`config.mk`:
```
export PLATFORM = sky130hd
export DESIGN_NAME = spmp_top
export DESIGN_NICKNAME = d
export VERILOG_FILES = /design/src/core/spmp_pkg.sv /design/src/core/spmp_top.sv /design/src/core/spmp_sync.sv /design/src/core/spmp_avs.sv
export VERILOG_INCLUDE_DIRS = /design/src /design/src/core
export SDC_FILE = /design/constraint.sdc
export NUM_CORES = 1
export LEC_CHECK = 0
export BUFFER_PORTS_ARGS = -buffer_cell sky130_fd_sc_hd__buf_2
export CAP_MARGIN = 25
export CORE_AREA = 2 2 133 147
export CTS_CLUSTER_SIZE = 20
export DETAILED_ROUTE_END_ITERATION = 16
export DIE_AREA = 0 0 135 149
export PLACE_DENSITY = 0.56
export SLEW_MARGIN = 20
export SYNTH_ARGS = -nofsm -noshare
export SYNTH_HDL_FRONTEND = slang
export SYNTH_HIERARCHICAL = 1
export SYNTH_SLANG_ARGS = --single-unit
```
`constraint.sdc`:
```
create_clock -name ref_clk_i -period 7.33 [get_ports ref_clk_i]
set_input_delay 0.3665 -clock ref_clk_i [delete_from_list [all_inputs] [get_ports ref_clk_i]]
set_output_delay 0.3665 -clock ref_clk_i [all_outputs]
set_load 0.02 [all_outputs]
```
`src/core/spmp_consts.svh`:
```
`ifndef SPMP_CONSTS_SVH
`define SPMP_CONSTS_SVH
// ****************************************
// Register byte offsets
// ****************************************
`define SPMP_OFS_CTRL 4'h0
`define SPMP_OFS_STAT 4'h4
`define SPMP_OFS_CMD 4'h8
`define SPMP_OFS_ADDR 4'hC
// ****************************************
// Field positions and reset values
// ****************************************
`define SPMP_CTRL_EN_BIT 0
`define SPMP_STAT_FLAG_BIT 0
`define SPMP_RST_EN 1'b0
`define SPMP_RST_FLAG 1'b0
`define SPMP_RST_CMD 8'h00
`define SPMP_RST_ADDR 16'h0000
// ****************************************
// Frame layout
// ****************************************
`define SPMP_CMD_LAST 4'h7
`define SPMP_ADDR_LAST 4'hF
`define SPMP_DATA_LAST 4'h7
`define SPMP_RD_CODE 2'h3
`define SPMP_WR_CODE 2'h2
`define SPMP_ADDR_STEP 16'h0001
`endif

```
`src/core/spmp_pkg.sv`:
```
package spmp_pkg;
	typedef enum logic [1:0] {
		SPMP_IDLE = 2'h0,
		SPMP_CMD = 2'h1,
		SPMP_ADDR = 2'h3,
		SPMP_DATA = 2'h2
	} spmp_state_e;

	typedef struct packed {
		logic req;
		logic we;
		logic [15:0] addr;
		logic [7:0] wdata;
	} spmp_mem_s;

	typedef struct packed {
		logic csn;
		logic sclk;
		logic sdi;
	} spmp_link_s;
endpackage

```
`src/core/spmp_top.sv`:
```
`timescale 1ns/1ns
`include "spmp_consts.svh"
// Notes on behaviour
// - Pins drive LCD segments until software sets the port enable.
// - Select high holds serial state at its reset values; access address and prefetch byte keep theirs.
// - Select high: output floats, clock and data input ignored.
// - Transaction starts on first rising clock after select falls.
// - Host ends by raising select; device closes and flags interrupt.
// - Read returns addressed bytes for as long as host clocks.
// - Access address adds one after every byte read or written.
// - Command-only transaction is still a complete transaction.
// - Command and address captured for processor, latest kept.
// - Captured address never follows the auto-incremented address.
// - Flag set at every end, whatever the command code.
// - Hardware only sets flag; processor clears it writing zero.
// - Sixteen-bit address reaches whole external data memory space.
// - Command top bits 11 means read from given address.
// - Command top bits 10 means write from given address.
// - Top bit 0: no memory access, interrupt still raised.
module spmp_top import spmp_pkg::*; (
	input wire logic ref_clk_i,
	input wire logic rstn_i,
	input wire logic [3:0] avs_address_i,
	input wire logic avs_read_i,
	input wire logic avs_write_i,
	input wire logic [31:0] avs_writedata_i,
	output logic [31:0] avs_readdata_o,
	output logic avs_waitrequest_o,
	input wire logic [3:0] lcd_seg_i,
	input wire logic [3:0] seg_pin_i,
	output logic [3:0] seg_pin_o,
	output logic [3:0] seg_pin_oe_o,
	output spmp_mem_s mem_o,
	input wire logic mem_ack_i,
	input wire logic [7:0] mem_rdata_i,
	output logic serial_irq_o
);
	// ****************************************
	// Pin synchronisers and edge detection
	// ****************************************
	spmp_link_s lk;
	logic sclk_d_reg;
	logic en;
	logic csn_eff;
	logic rise;
	logic fall;

	spmp_sync #(.W(3)) u_sync (
		.ref_clk_i(ref_clk_i),
		.rstn_i(rstn_i),
		.async_i({seg_pin_i[0], seg_pin_i[1], seg_pin_i[2]}),
		.sync_o(lk)
	);

	always_ff @(posedge ref_clk_i or negedge rstn_i) begin
		if (!rstn_i) begin
			sclk_d_reg <= 1'b1;
		end else begin
			sclk_d_reg <= lk.sclk;
		end
	end

	// Disabled or deselected port sees no edges
	assign csn_eff = lk.csn | ~en;
	assign rise = lk.sclk & ~sclk_d_reg & ~csn_eff;
	assign fall = ~lk.sclk & sclk_d_reg & ~csn_eff;

	// ****************************************
	// Serial frame engine
	// ****************************************
	spmp_state_e state_reg, state_next;
	logic [3:0] cnt_reg, cnt_next;
	logic [15:0] rx_reg, rx_next;
	logic [7:0] cmd_reg, cmd_next;
	logic [15:0] acc_reg, acc_next;
	logic [7:0] tx_reg, tx_next;
	logic [7:0] pre_reg, pre_next;
	logic [7:0] cap_cmd_reg, cap_cmd_next;
	logic [15:0] cap_addr_reg, cap_addr_next;
	spmp_mem_s mem_reg, mem_next;
	logic [15:0] rx_sh;
	logic is_rd;
	logic is_wr;
	logic mem_issue;
	logic flag_set;
	logic flag;

	// MSB first, high address byte arrives first
	assign rx_sh = {rx_reg[14:0], lk.sdi};
	// Read code, top bit 0 never accesses
	assign is_rd = cmd_reg[7:6] == `SPMP_RD_CODE;
	assign is_wr = cmd_reg[7:6] == `SPMP_WR_CODE;
	// Close on select rise, flag any frame
	assign flag_set = csn_eff & (state_reg != SPMP_IDLE);

	always_comb begin
		state_next = state_reg;
		cnt_next = cnt_reg;
		rx_next = rx_reg;
		cmd_next = cmd_reg;
		acc_next = acc_reg;
		tx_next = tx_reg;
		pre_next = pre_reg;
		cap_cmd_next = cap_cmd_reg;
		cap_addr_next = cap_addr_reg;
		mem_next = mem_reg;
		mem_issue = 1'b0;
		if (mem_ack_i) begin
			mem_next.req = 1'b0;
		end
		if (mem_ack_i & mem_reg.req & ~mem_reg.we) begin
			pre_next = mem_rdata_i;
		end
		if (csn_eff) begin
			// Hold reset state; a pending memory cycle still ends
			state_next = SPMP_IDLE;
			cnt_next = 4'h0;
			rx_next = 16'h0000;
			cmd_next = 8'h00;
			tx_next = 8'h00;
		end else if (rise) begin
			rx_next = rx_sh;
			cnt_next = cnt_reg + 4'h1;
			case (state_reg)
				SPMP_IDLE: begin
					// First rising edge opens the command
					state_next = SPMP_CMD;
					cnt_next = 4'h1;
				end
				SPMP_CMD: begin
					if (cnt_reg == `SPMP_CMD_LAST) begin
						cmd_next = rx_sh[7:0];
						cap_cmd_next = rx_sh[7:0];
						state_next = SPMP_ADDR;
						cnt_next = 4'h0;
					end
				end
				SPMP_ADDR: begin
					if (cnt_reg == `SPMP_ADDR_LAST) begin
						// Capture address as sent, never stepped
						cap_addr_next = rx_sh;
						acc_next = rx_sh;
						state_next = SPMP_DATA;
						cnt_next = 4'h0;
						if (is_rd) begin
							mem_issue = 1'b1;
							mem_next.we = 1'b0;
							mem_next.addr = rx_sh;
						end
					end
				end
				SPMP_DATA: begin
					if (cnt_reg == `SPMP_DATA_LAST) begin
						cnt_next = 4'h0;
						if (is_wr) begin
							mem_issue = 1'b1;
							mem_next.we = 1'b1;
							mem_next.addr = acc_reg;
							mem_next.wdata = rx_sh[7:0];
						end
					end
				end
				default: begin
					state_next = SPMP_IDLE;
				end
			endcase
		end else if (fall && state_reg == SPMP_DATA && is_rd) begin
			if (cnt_reg == 4'h0) begin
				// Next byte loads and the one after is fetched
				tx_next = pre_reg;
				mem_issue = 1'b1;
				mem_next.we = 1'b0;
				mem_next.addr = acc_reg;
			end else begin
				tx_next = {tx_reg[6:0], 1'b0};
			end
		end
		// Full 16-bit reach, no register window excluded here
		if (mem_issue) begin
			mem_next.req = 1'b1;
			// Step the access address per byte
			acc_next = mem_next.addr + `SPMP_ADDR_STEP;
		end
	end

	always_ff @(posedge ref_clk_i or negedge rstn_i) begin
		if (!rstn_i) begin
			state_reg <= SPMP_IDLE;
			cnt_reg <= 4'h0;
			rx_reg <= 16'h0000;
			cmd_reg <= 8'h00;
			acc_reg <= 16'h0000;
			tx_reg <= 8'h00;
			pre_reg <= 8'h00;
			cap_cmd_reg <= `SPMP_RST_CMD;
			cap_addr_reg <= `SPMP_RST_ADDR;
			mem_reg <= '0;
		end else begin
			state_reg <= state_next;
			cnt_reg <= cnt_next;
			rx_reg <= rx_next;
			cmd_reg <= cmd_next;
			acc_reg <= acc_next;
			tx_reg <= tx_next;
			pre_reg <= pre_next;
			cap_cmd_reg <= cap_cmd_next;
			cap_addr_reg <= cap_addr_next;
			mem_reg <= mem_next;
		end
	end

	assign mem_o = mem_reg;

	// ****************************************
	// Pin sharing with LCD segments
	// ****************************************
	// LCD drive until enabled
	assign seg_pin_o = en ? {tx_reg[7], 3'h0} : lcd_seg_i;
	assign seg_pin_oe_o = en ? {~csn_eff, 3'h0} : 4'hF;

	// ****************************************
	// Register slave
	// ****************************************
	spmp_avs u_avs (
		.ref_clk_i(ref_clk_i),
		.rstn_i(rstn_i),
		.avs_address_i(avs_address_i),
		.avs_read_i(avs_read_i),
		.avs_write_i(avs_write_i),
		.avs_writedata_i(avs_writedata_i),
		.avs_readdata_o(avs_readdata_o),
		.avs_waitrequest_o(avs_waitrequest_o),
		.flag_set_i(flag_set),
		.cap_cmd_i(cap_cmd_reg),
		.cap_addr_i(cap_addr_reg),
		.enable_o(en),
		.flag_o(flag)
	);

	assign serial_irq_o = flag;
endmodule

```
`src/core/spmp_sync.sv`:
```
`timescale 1ns/1ns
module spmp_sync #(
	parameter int W = 3
) (
	input wire logic ref_clk_i,
	input wire logic rstn_i,
	input wire logic [W-1:0] async_i,
	output logic [W-1:0] sync_o
);
	logic [W-1:0] meta_reg;
	logic [W-1:0] sync_reg;

	genvar g;
	generate
		for (g = 0; g < W; g = g + 1) begin : g_bit
			always_ff @(posedge ref_clk_i or negedge rstn_i) begin
				if (!rstn_i) begin
					meta_reg[g] <= 1'b1;
					sync_reg[g] <= 1'b1;
				end else begin
					meta_reg[g] <= async_i[g];
					sync_reg[g] <= meta_reg[g];
				end
			end
		end
	endgenerate

	assign sync_o = sync_reg;
endmodule

```
`src/core/spmp_avs.sv`:
```
`timescale 1ns/1ns
`include "spmp_consts.svh"
module spmp_avs import spmp_pkg::*; (
	input wire logic ref_clk_i,
	input wire logic rstn_i,
	input wire logic [3:0] avs_address_i,
	input wire logic avs_read_i,
	input wire logic avs_write_i,
	input wire logic [31:0] avs_writedata_i,
	output logic [31:0] avs_readdata_o,
	output logic avs_waitrequest_o,
	input wire logic flag_set_i,
	input wire logic [7:0] cap_cmd_i,
	input wire logic [15:0] cap_addr_i,
	output logic enable_o,
	output logic flag_o
);
	logic ack_reg, ack_next;
	logic en_reg, en_next;
	logic flag_reg, flag_next;
	logic [31:0] rd_reg, rd_next;
	logic wr_now;

	assign avs_waitrequest_o = (avs_read_i | avs_write_i) & ~ack_reg;
	assign wr_now = avs_write_i & ack_reg;

	always_comb begin
		ack_next = (avs_read_i | avs_write_i) & ~ack_reg;
		en_next = en_reg;
		flag_next = flag_reg;
		rd_next = rd_reg;
		if (avs_read_i & ~ack_reg) begin
			rd_next = 32'h0000_0000;
			if (avs_address_i == `SPMP_OFS_CTRL) begin
				rd_next[`SPMP_CTRL_EN_BIT] = en_reg;
			end else if (avs_address_i == `SPMP_OFS_STAT) begin
				rd_next[`SPMP_STAT_FLAG_BIT] = flag_reg;
			end else if (avs_address_i == `SPMP_OFS_CMD) begin
				rd_next[7:0] = cap_cmd_i;
			end else if (avs_address_i == `SPMP_OFS_ADDR) begin
				rd_next[15:0] = cap_addr_i;
			end
		end
		if (wr_now && avs_address_i == `SPMP_OFS_CTRL) begin
			en_next = avs_writedata_i[`SPMP_CTRL_EN_BIT];
		end
		if (wr_now && avs_address_i == `SPMP_OFS_STAT &&
			!avs_writedata_i[`SPMP_STAT_FLAG_BIT]) begin
			flag_next = 1'b0;
		end
		if (flag_set_i) begin
			flag_next = 1'b1;
		end
	end

	always_ff @(posedge ref_clk_i or negedge rstn_i) begin
		if (!rstn_i) begin
			ack_reg <= 1'b0;
			en_reg <= `SPMP_RST_EN;
			flag_reg <= `SPMP_RST_FLAG;
			rd_reg <= 32'h0000_0000;
		end else begin
			ack_reg <= ack_next;
			en_reg <= en_next;
			flag_reg <= flag_next;
			rd_reg <= rd_next;
		end
	end

	assign avs_readdata_o = rd_reg;
	assign enable_o = en_reg;
	assign flag_o = flag_reg;
endmodule

```
==> results_dict.tcl, run 1 <==
set metrics [dict create \
    run_status "finished, final reports clean" \
    rsz0062_at_grt "no" \
    max-vdd-ir-drop_v 0.000157 \
    max-clock-path-buffers 2 \
    cts.sink_count 131 \
    dp.cells 917 \
    timing_hold_violations_final 0 \
    syn_area_per_cell_um2 10.6 \
    dieArea_mm2 0.0201 \
    synth.area.top_cells "dfrtp_1, nand2_1, mux2_2" \
    ys_ff_latch 131 \
    final_nets 754 \
    period_share_pct 53.3 \
    finalWirelength_um 16500 \
    die_h_um 149 \
    power_density_mw_per_mm2 244 \
    finalSetupViolCount 0 \
    synthDistinctLibCells 82 \
    num-fill-cells 1849 \
    stdcell_count 949 \
    fmax_mhz 256 \
    core_mm2 0.0188 \
    post-route-min-period_ns 3.91 \
    max_slew_margin_pct 40.7 \
    overflow 0 \
    chipWidth_um 135 \
    drt_iter0_drc 393 \
    critPathRequiredTime_ns 7.64 \
    worst_pin_slew_ns 0.887 \
    fin_ws_ns 3.42 \
    r2r_setup_slack_ns 3.42 \
    utilization_pct 40.5 \
    crit_family "simple AND/OR/NAND/NOR gates" \
    antenna_left 0 \
    first_global_vias 5020 \
    io_pins 125 \
    setup_tns_ns 0 \
    clock_skew_ns 0.00842 \
    critPathLaunchType "register" \
    ys_warn_count 6 \
    numCtsBuffers 17 \
    synth_common_cells "dfrtp_1, nand2_1, nor2_1" \
    vias 4964 \
    p_leak_nw 3.63 \
    largest_reg_flops 26 \
    synth_top_cell_by_area "dfrtp_1" \
    syn_inst 624 \
    cap_violations 0 \
    cts_max_level 4 \
    worstSkewPairLatency_ns 0.42 \
    floorplan.initialDensity_pct 35.0 \
    n_antenna_cell 0 \
    worstPathMaxFanout 13 \
    hp-class "in -> async" \
    cts-resized-gates 0 \
    critical_path_arrival_ns 4.22 \
    place.gp.congestion 0.882 \
    rows 53 \
    drcViolationCount 0 \
    portBuffers 76 \
    synth.most_common_cell "dfrtp_1" \
    cts_hold_buf 0 \
    async_reset_ff_share_pct 100 \
    drive_gt1_share_pct 26.4 \
    dpl.hpwl_um 11500 \
    drt_pass1_iterations 4 \
    grt_first_pass_wirelength_um 26400 \
    areaGrowthSynthToFinish_pct 15.6 \
    path_clk_slew_ns 0.06 \
    crit_buf_inv 1 \
    ys_seq_area_share_pct 49.9 \
    dp_worst_setup_slack_ns 3.44 \
    synth_flop_cell "dfrtp_1" \
    antenna_found_initial 1 \
    synth_area_mm2 0.00659 \
    synth_top_area_share_pct 47.1 \
    slowest_stage "nand4_1" \
    grt_use_total_pct 16.9 \
    vias_per_cell 5.23 \
    worstPathCellList "inv_1 > ha_1 > nor3b_4 > nand4_1 > and2_4 > a222oi_1 > nor2_1 > nand4_2 > o21ai_0 > a31o_1" \
    cts_tree "built" \
    grt_max_degree 68 \
    cts-root-buf "clkbuf_16" \
    synth_edf_count 0 \
    drv_slew 0 \
    endpoint_kind "register" \
    power_mw 1.86 \
    avgRoutedWirePerCell_um 17.4 \
    crit_path_max_incr_delay_ns 0.69 \
    worstSetupPathType "reg -> reg" \
    postCtsSetupRepairBufs 0 \
]
==> layout by cell type, fill, tap and decap left out, types with 5 or more instances in the layout <==
cell type    n
a211oi_1     6
a21oi_1     34
a221o_1      7
a221o_2      5
a22o_1      12
a31oi_1      6
and3_1      11
buf_2       75
buf_4        7
clkbuf_16   17
conb_1      16
dfrtp_1    124
dfstp_2      7
ha_1         8
inv_1       10
mux2_2      25
mux2i_1     16
nand2_1    110
nand3_1      8
nand4_1      5
nor2_1      46
nor3_1       9
o21ai_0     18
or3_1        6
xor2_1       7
==> power breakdown <==
part | internal (mW) | switching, mW
sequential | 0.755 | 0.0315
clock | 0.536 | 0.313
combinational | 0.0748 | 0.148
==> layout make-up <==
cell class                 instances  area, um^2  share of cell area, %
sequential                       131        3290                   43.1
multi-input combinational        447        2970                   38.9
clock buffer                      24         492                   6.45
timing repair buffer              82         428                   5.61
tap                              247         309                   4.06
clock inverter                     8         101                   1.33
inverter                          10        37.5                  0.493
==> per-layer routing <==
| metal | up-vias | part of all wire, % | track usage [%] |
|---|---|---|---|
| li1 | 2323 | - | - |
| met1 | 2453 | 44 | 22.3 |
| met2 | 170 | 48 | 27.3 |
| met3 | 18 | 6.5 | 4.49 |
| met4 | 0 | 1.3 | 5.21 |
| met5 | - | 0 | 0 |
==> kinds of logic after synthesis <==
| family | count (synthesis) | share of synthesized area [%] |
|---|---|---|
| and+or+nand+nor | 242 | 19.2 |
| AOI/OAI and AO/OA | 131 | 15.2 |
| DFF | 131 | 49.9 |
| buffers and inverters | 61 | 5.96 |
| muxes | 43 | 7.21 |
| adders and majority gates | 8 | 1.52 |
| xor gates and xnor gates | 7 | 0.930 |
| other | 1 | 0.0569 |
==> worst paths after layout <==
path | start | cells after the start | end
setup / recovery | cnt_reg[0] | 10 | acc_reg[13]
hold / removal | rstn_i | 1 | mem_o[4]
setup reg to reg | cnt_reg[0] | 10 | acc_reg[13]
hold reg to reg | u_sync/meta_reg[1] | 0 | u_sync/sync_o[1]
max in group asynchronous | rstn_i | 2 | cap_addr_reg[9]
min in group ref_clk_i | seg_pin_i[0] | 1 | u_sync/meta_reg[2]
==> per-stage QoR <==
step	instance area, um^2	hold slack (ns)
2_1_floorplan	6650	0.0709
3_3_place_gp	7030	0.346
3_5_place_dp	7030	0.350
4_1_cts	7620	0.0251
5_1_grt	7620	0.0249
6_report	7620	0.0376
No activity file was read; power rests on OpenSTA's default activity.
==> inputs of run 2 (changes only) <==
PLACE_DENSITY = 0.58   (was 0.56)
clock period = 3.3 ns   (was 7.33 ns; I/O delays follow)
==> run 2 against run 1 <==
  * Critical path depth fell by 1
  * Power is 130% higher
  * Maximum frequency rose by 25%
  * Non-clock buffer count up 34
  * First-iteration DRC count decreased by 42%
  * Global-route usage is 0.097 points lower
  * Clock power increased by 130%
  * Die area unchanged
  * Worst setup slack got worse by 3.2 ns
  * Critical endpoint is now acc_reg[14]
  * Largest power group unchanged
==> results_dict.tcl, run 2 (same netlist as run 1, synthesis figures left out) <==
set metrics [dict create \
    p_int_mw 3.07 \
    drcViolationCount 0 \
    dp_worst_setup_slack_ns 0.162 \
    chipWidth_um 135 \
    place.gp.congestion 0.858 \
    power_density_mw_per_mm2 529 \
    multi_input_area_mm2 0.00298 \
    cts-root-buf "clkbuf_16" \
    grt_use_total_pct 16.8 \
    dpl.hpwl_um 11800 \
    slowest_stage "or4_1" \
    grt_max_degree 71 \
    worstSetupPathType "reg -> reg" \
    drv_slew 0 \
    worstSkewPairLatency_ns 0.42 \
    final_nets 788 \
    p_sw_share_pct 27.0 \
    worstPathMaxFanout 10 \
    run_status "finished, final reports clean" \
    vias 5114 \
    crit_family "simple AND/OR/NAND/NOR gates" \
    io_pins 125 \
    rsz0062_at_grt "no" \
    cts_max_level 4 \
    areaGrowthSynthToFinish_pct 20.8 \
    cap_violations 0 \
    setup_tns_ns 0 \
    path_clk_slew_ns 0.06 \
    critical_path_arrival_ns 3.43 \
    num-fill-cells 1828 \
    min_delay_path_depth 3 \
    largest_reg_flops 26 \
    post-route-min-period_ns 3.11 \
    portBuffers 76 \
    drt_pass1_iterations 7 \
    avgRoutedWirePerCell_um 16.7 \
    fmax_mhz 321 \
    worstPathCellList "ha_1 > and4b_4 > o211ai_4 > and2_4 > a221o_2 > o211a_4 > nand4_2 > or4_1 > a31o_1" \
    die_h_um 149 \
    power_mw 4.21 \
    overflow 0 \
    finalSetupViolCount 0 \
    cts.sink_count 131 \
    drt_iter0_drc 226 \
    most-common-layout-cells "dfrtp_1, nand2_1, buf_2, nor2_1, a21oi_1" \
    power_frac_seq_pct 41.5 \
    max_slew_margin_pct 40.2 \
    reg2reg_depth 9 \
    dieArea_mm2 0.0201 \
    crit_cells 9 \
    drive_gt1_share_pct 28.7 \
    pwr-share-comb_pct 12.8 \
    endpoint_kind "register" \
    n_antenna_cell 0 \
    final_common_cell "dfrtp_1" \
    clockPowerShare_pct 45.7 \
    first_global_vias 5120 \
    fin_ws_ns 0.186 \
    antenna_left 0 \
    finalWirelength_um 16400 \
    critPathRequiredTime_ns 3.61 \
    max-vdd-ir-drop_v 0.000338 \
    grt_first_pass_wirelength_um 26500 \
    worst_pin_slew_ns 0.897 \
    power_switching_mw 1.14 \
    seqCellArea_mm2 0.00329 \
    rows 53 \
    clock_skew_ns 0.00818 \
    period_share_pct 94.4 \
    antenna_found_initial 0 \
    crit_path_max_incr_delay_ns 0.50 \
    max-clock-path-buffers 2 \
    cts_tree "built" \
    timing_hold_violations_final 0 \
    numCtsBuffers 17 \
    vias_per_cell 5.20 \
    critPathLaunchType "register" \
    hp-class "in -> reg" \
    floorplan.initialDensity_pct 35.0 \
    core_mm2 0.0188 \
    crit_buf_inv 0 \
    p_leak_nw 3.80 \
]
-- run 2: changes by cell type in the layout (fill, tap and decap cells not counted), sizes merged --
cell,change
buf,+20
dlygate4sd3,+14
clkbuf,-7
clkinv,+3
inv,+2
bufinv,+1
clkinvlp,+1
-- run 2: worst paths after layout --
check	from	end	slack (ns)
max in group asynchronous	rstn_i	rx_reg[8]	1.98
worst min-delay path	avs_read_i	u_avs/ack_reg	0.04
worst min register to register	u_sync/meta_reg[2]	u_sync/sync_o[2]	0.36
worst max-delay path	state_reg[1]	acc_reg[14]	0.19
min in group asynchronous	rstn_i	mem_o[5]	0.40
worst max register to register	state_reg[1]	acc_reg[14]	0.19
-- run 2: final cells by class --
cell class                 instances  share of cell area (%)
sequential                       131                    41.3
multi-input combinational        447                    37.4
clock buffer                      17                    5.34
inverter                          10                   0.472
clock inverter                    15                    2.29
timing repair buffer             116                    9.34
tap                              247                    3.88
-- run 2: routing by layer --
layer,routed length [um],global-route usage [%],up-vias
met5,0,0,-
met4,332,6.25,0
met3,926,3.57,27
met2,7790,27.0,175
met1,7360,22.5,2521
li1,-,-,2391
-- run 2: timing repair --
| action | CTS | global route |
|---|---|---|
| setup buffers | 0 | 3 |
| resized for setup | 0 | 2 |
| endpoints found under the setup margin | 0 | 3 |
| hold buffers | 14 | 0 |
| endpoints found under the hold margin | 80 | 0 |
-- run 2: power by group through the flow --
stage	Combinational [mW]	Clock, mW	Sequential [mW]
after global placement	0.517	0	1.78
after global routing	0.585	2.04	1.75
final	0.539	1.93	1.75
after CTS	0.544	1.97	1.75
after detailed placement	0.529	0	1.77
after floorplan	0.307	0	1.80
-- run 2: through the flow --
step | area, um^2 | hold WS (ns) | util, % | cells
floorplan | 6650 | -0.131 | - | 639
global placement | 7180 | 0.271 | 38.1 | 934
detailed placement | 7180 | 0.271 | 38.1 | 934
CTS | 7930 | 0.0220 | 42.1 | 980
global route | 7960 | 0.0516 | 42.3 | 983
finish | 7960 | 0.0387 | 42.3 | 983
-- run 2: tightest hold or removal path: cells and delay by family --
family / cells / cell delay, ns
and+or+nand+nor: 2 / 0.14
buffers and inverters: 1 / 0.11
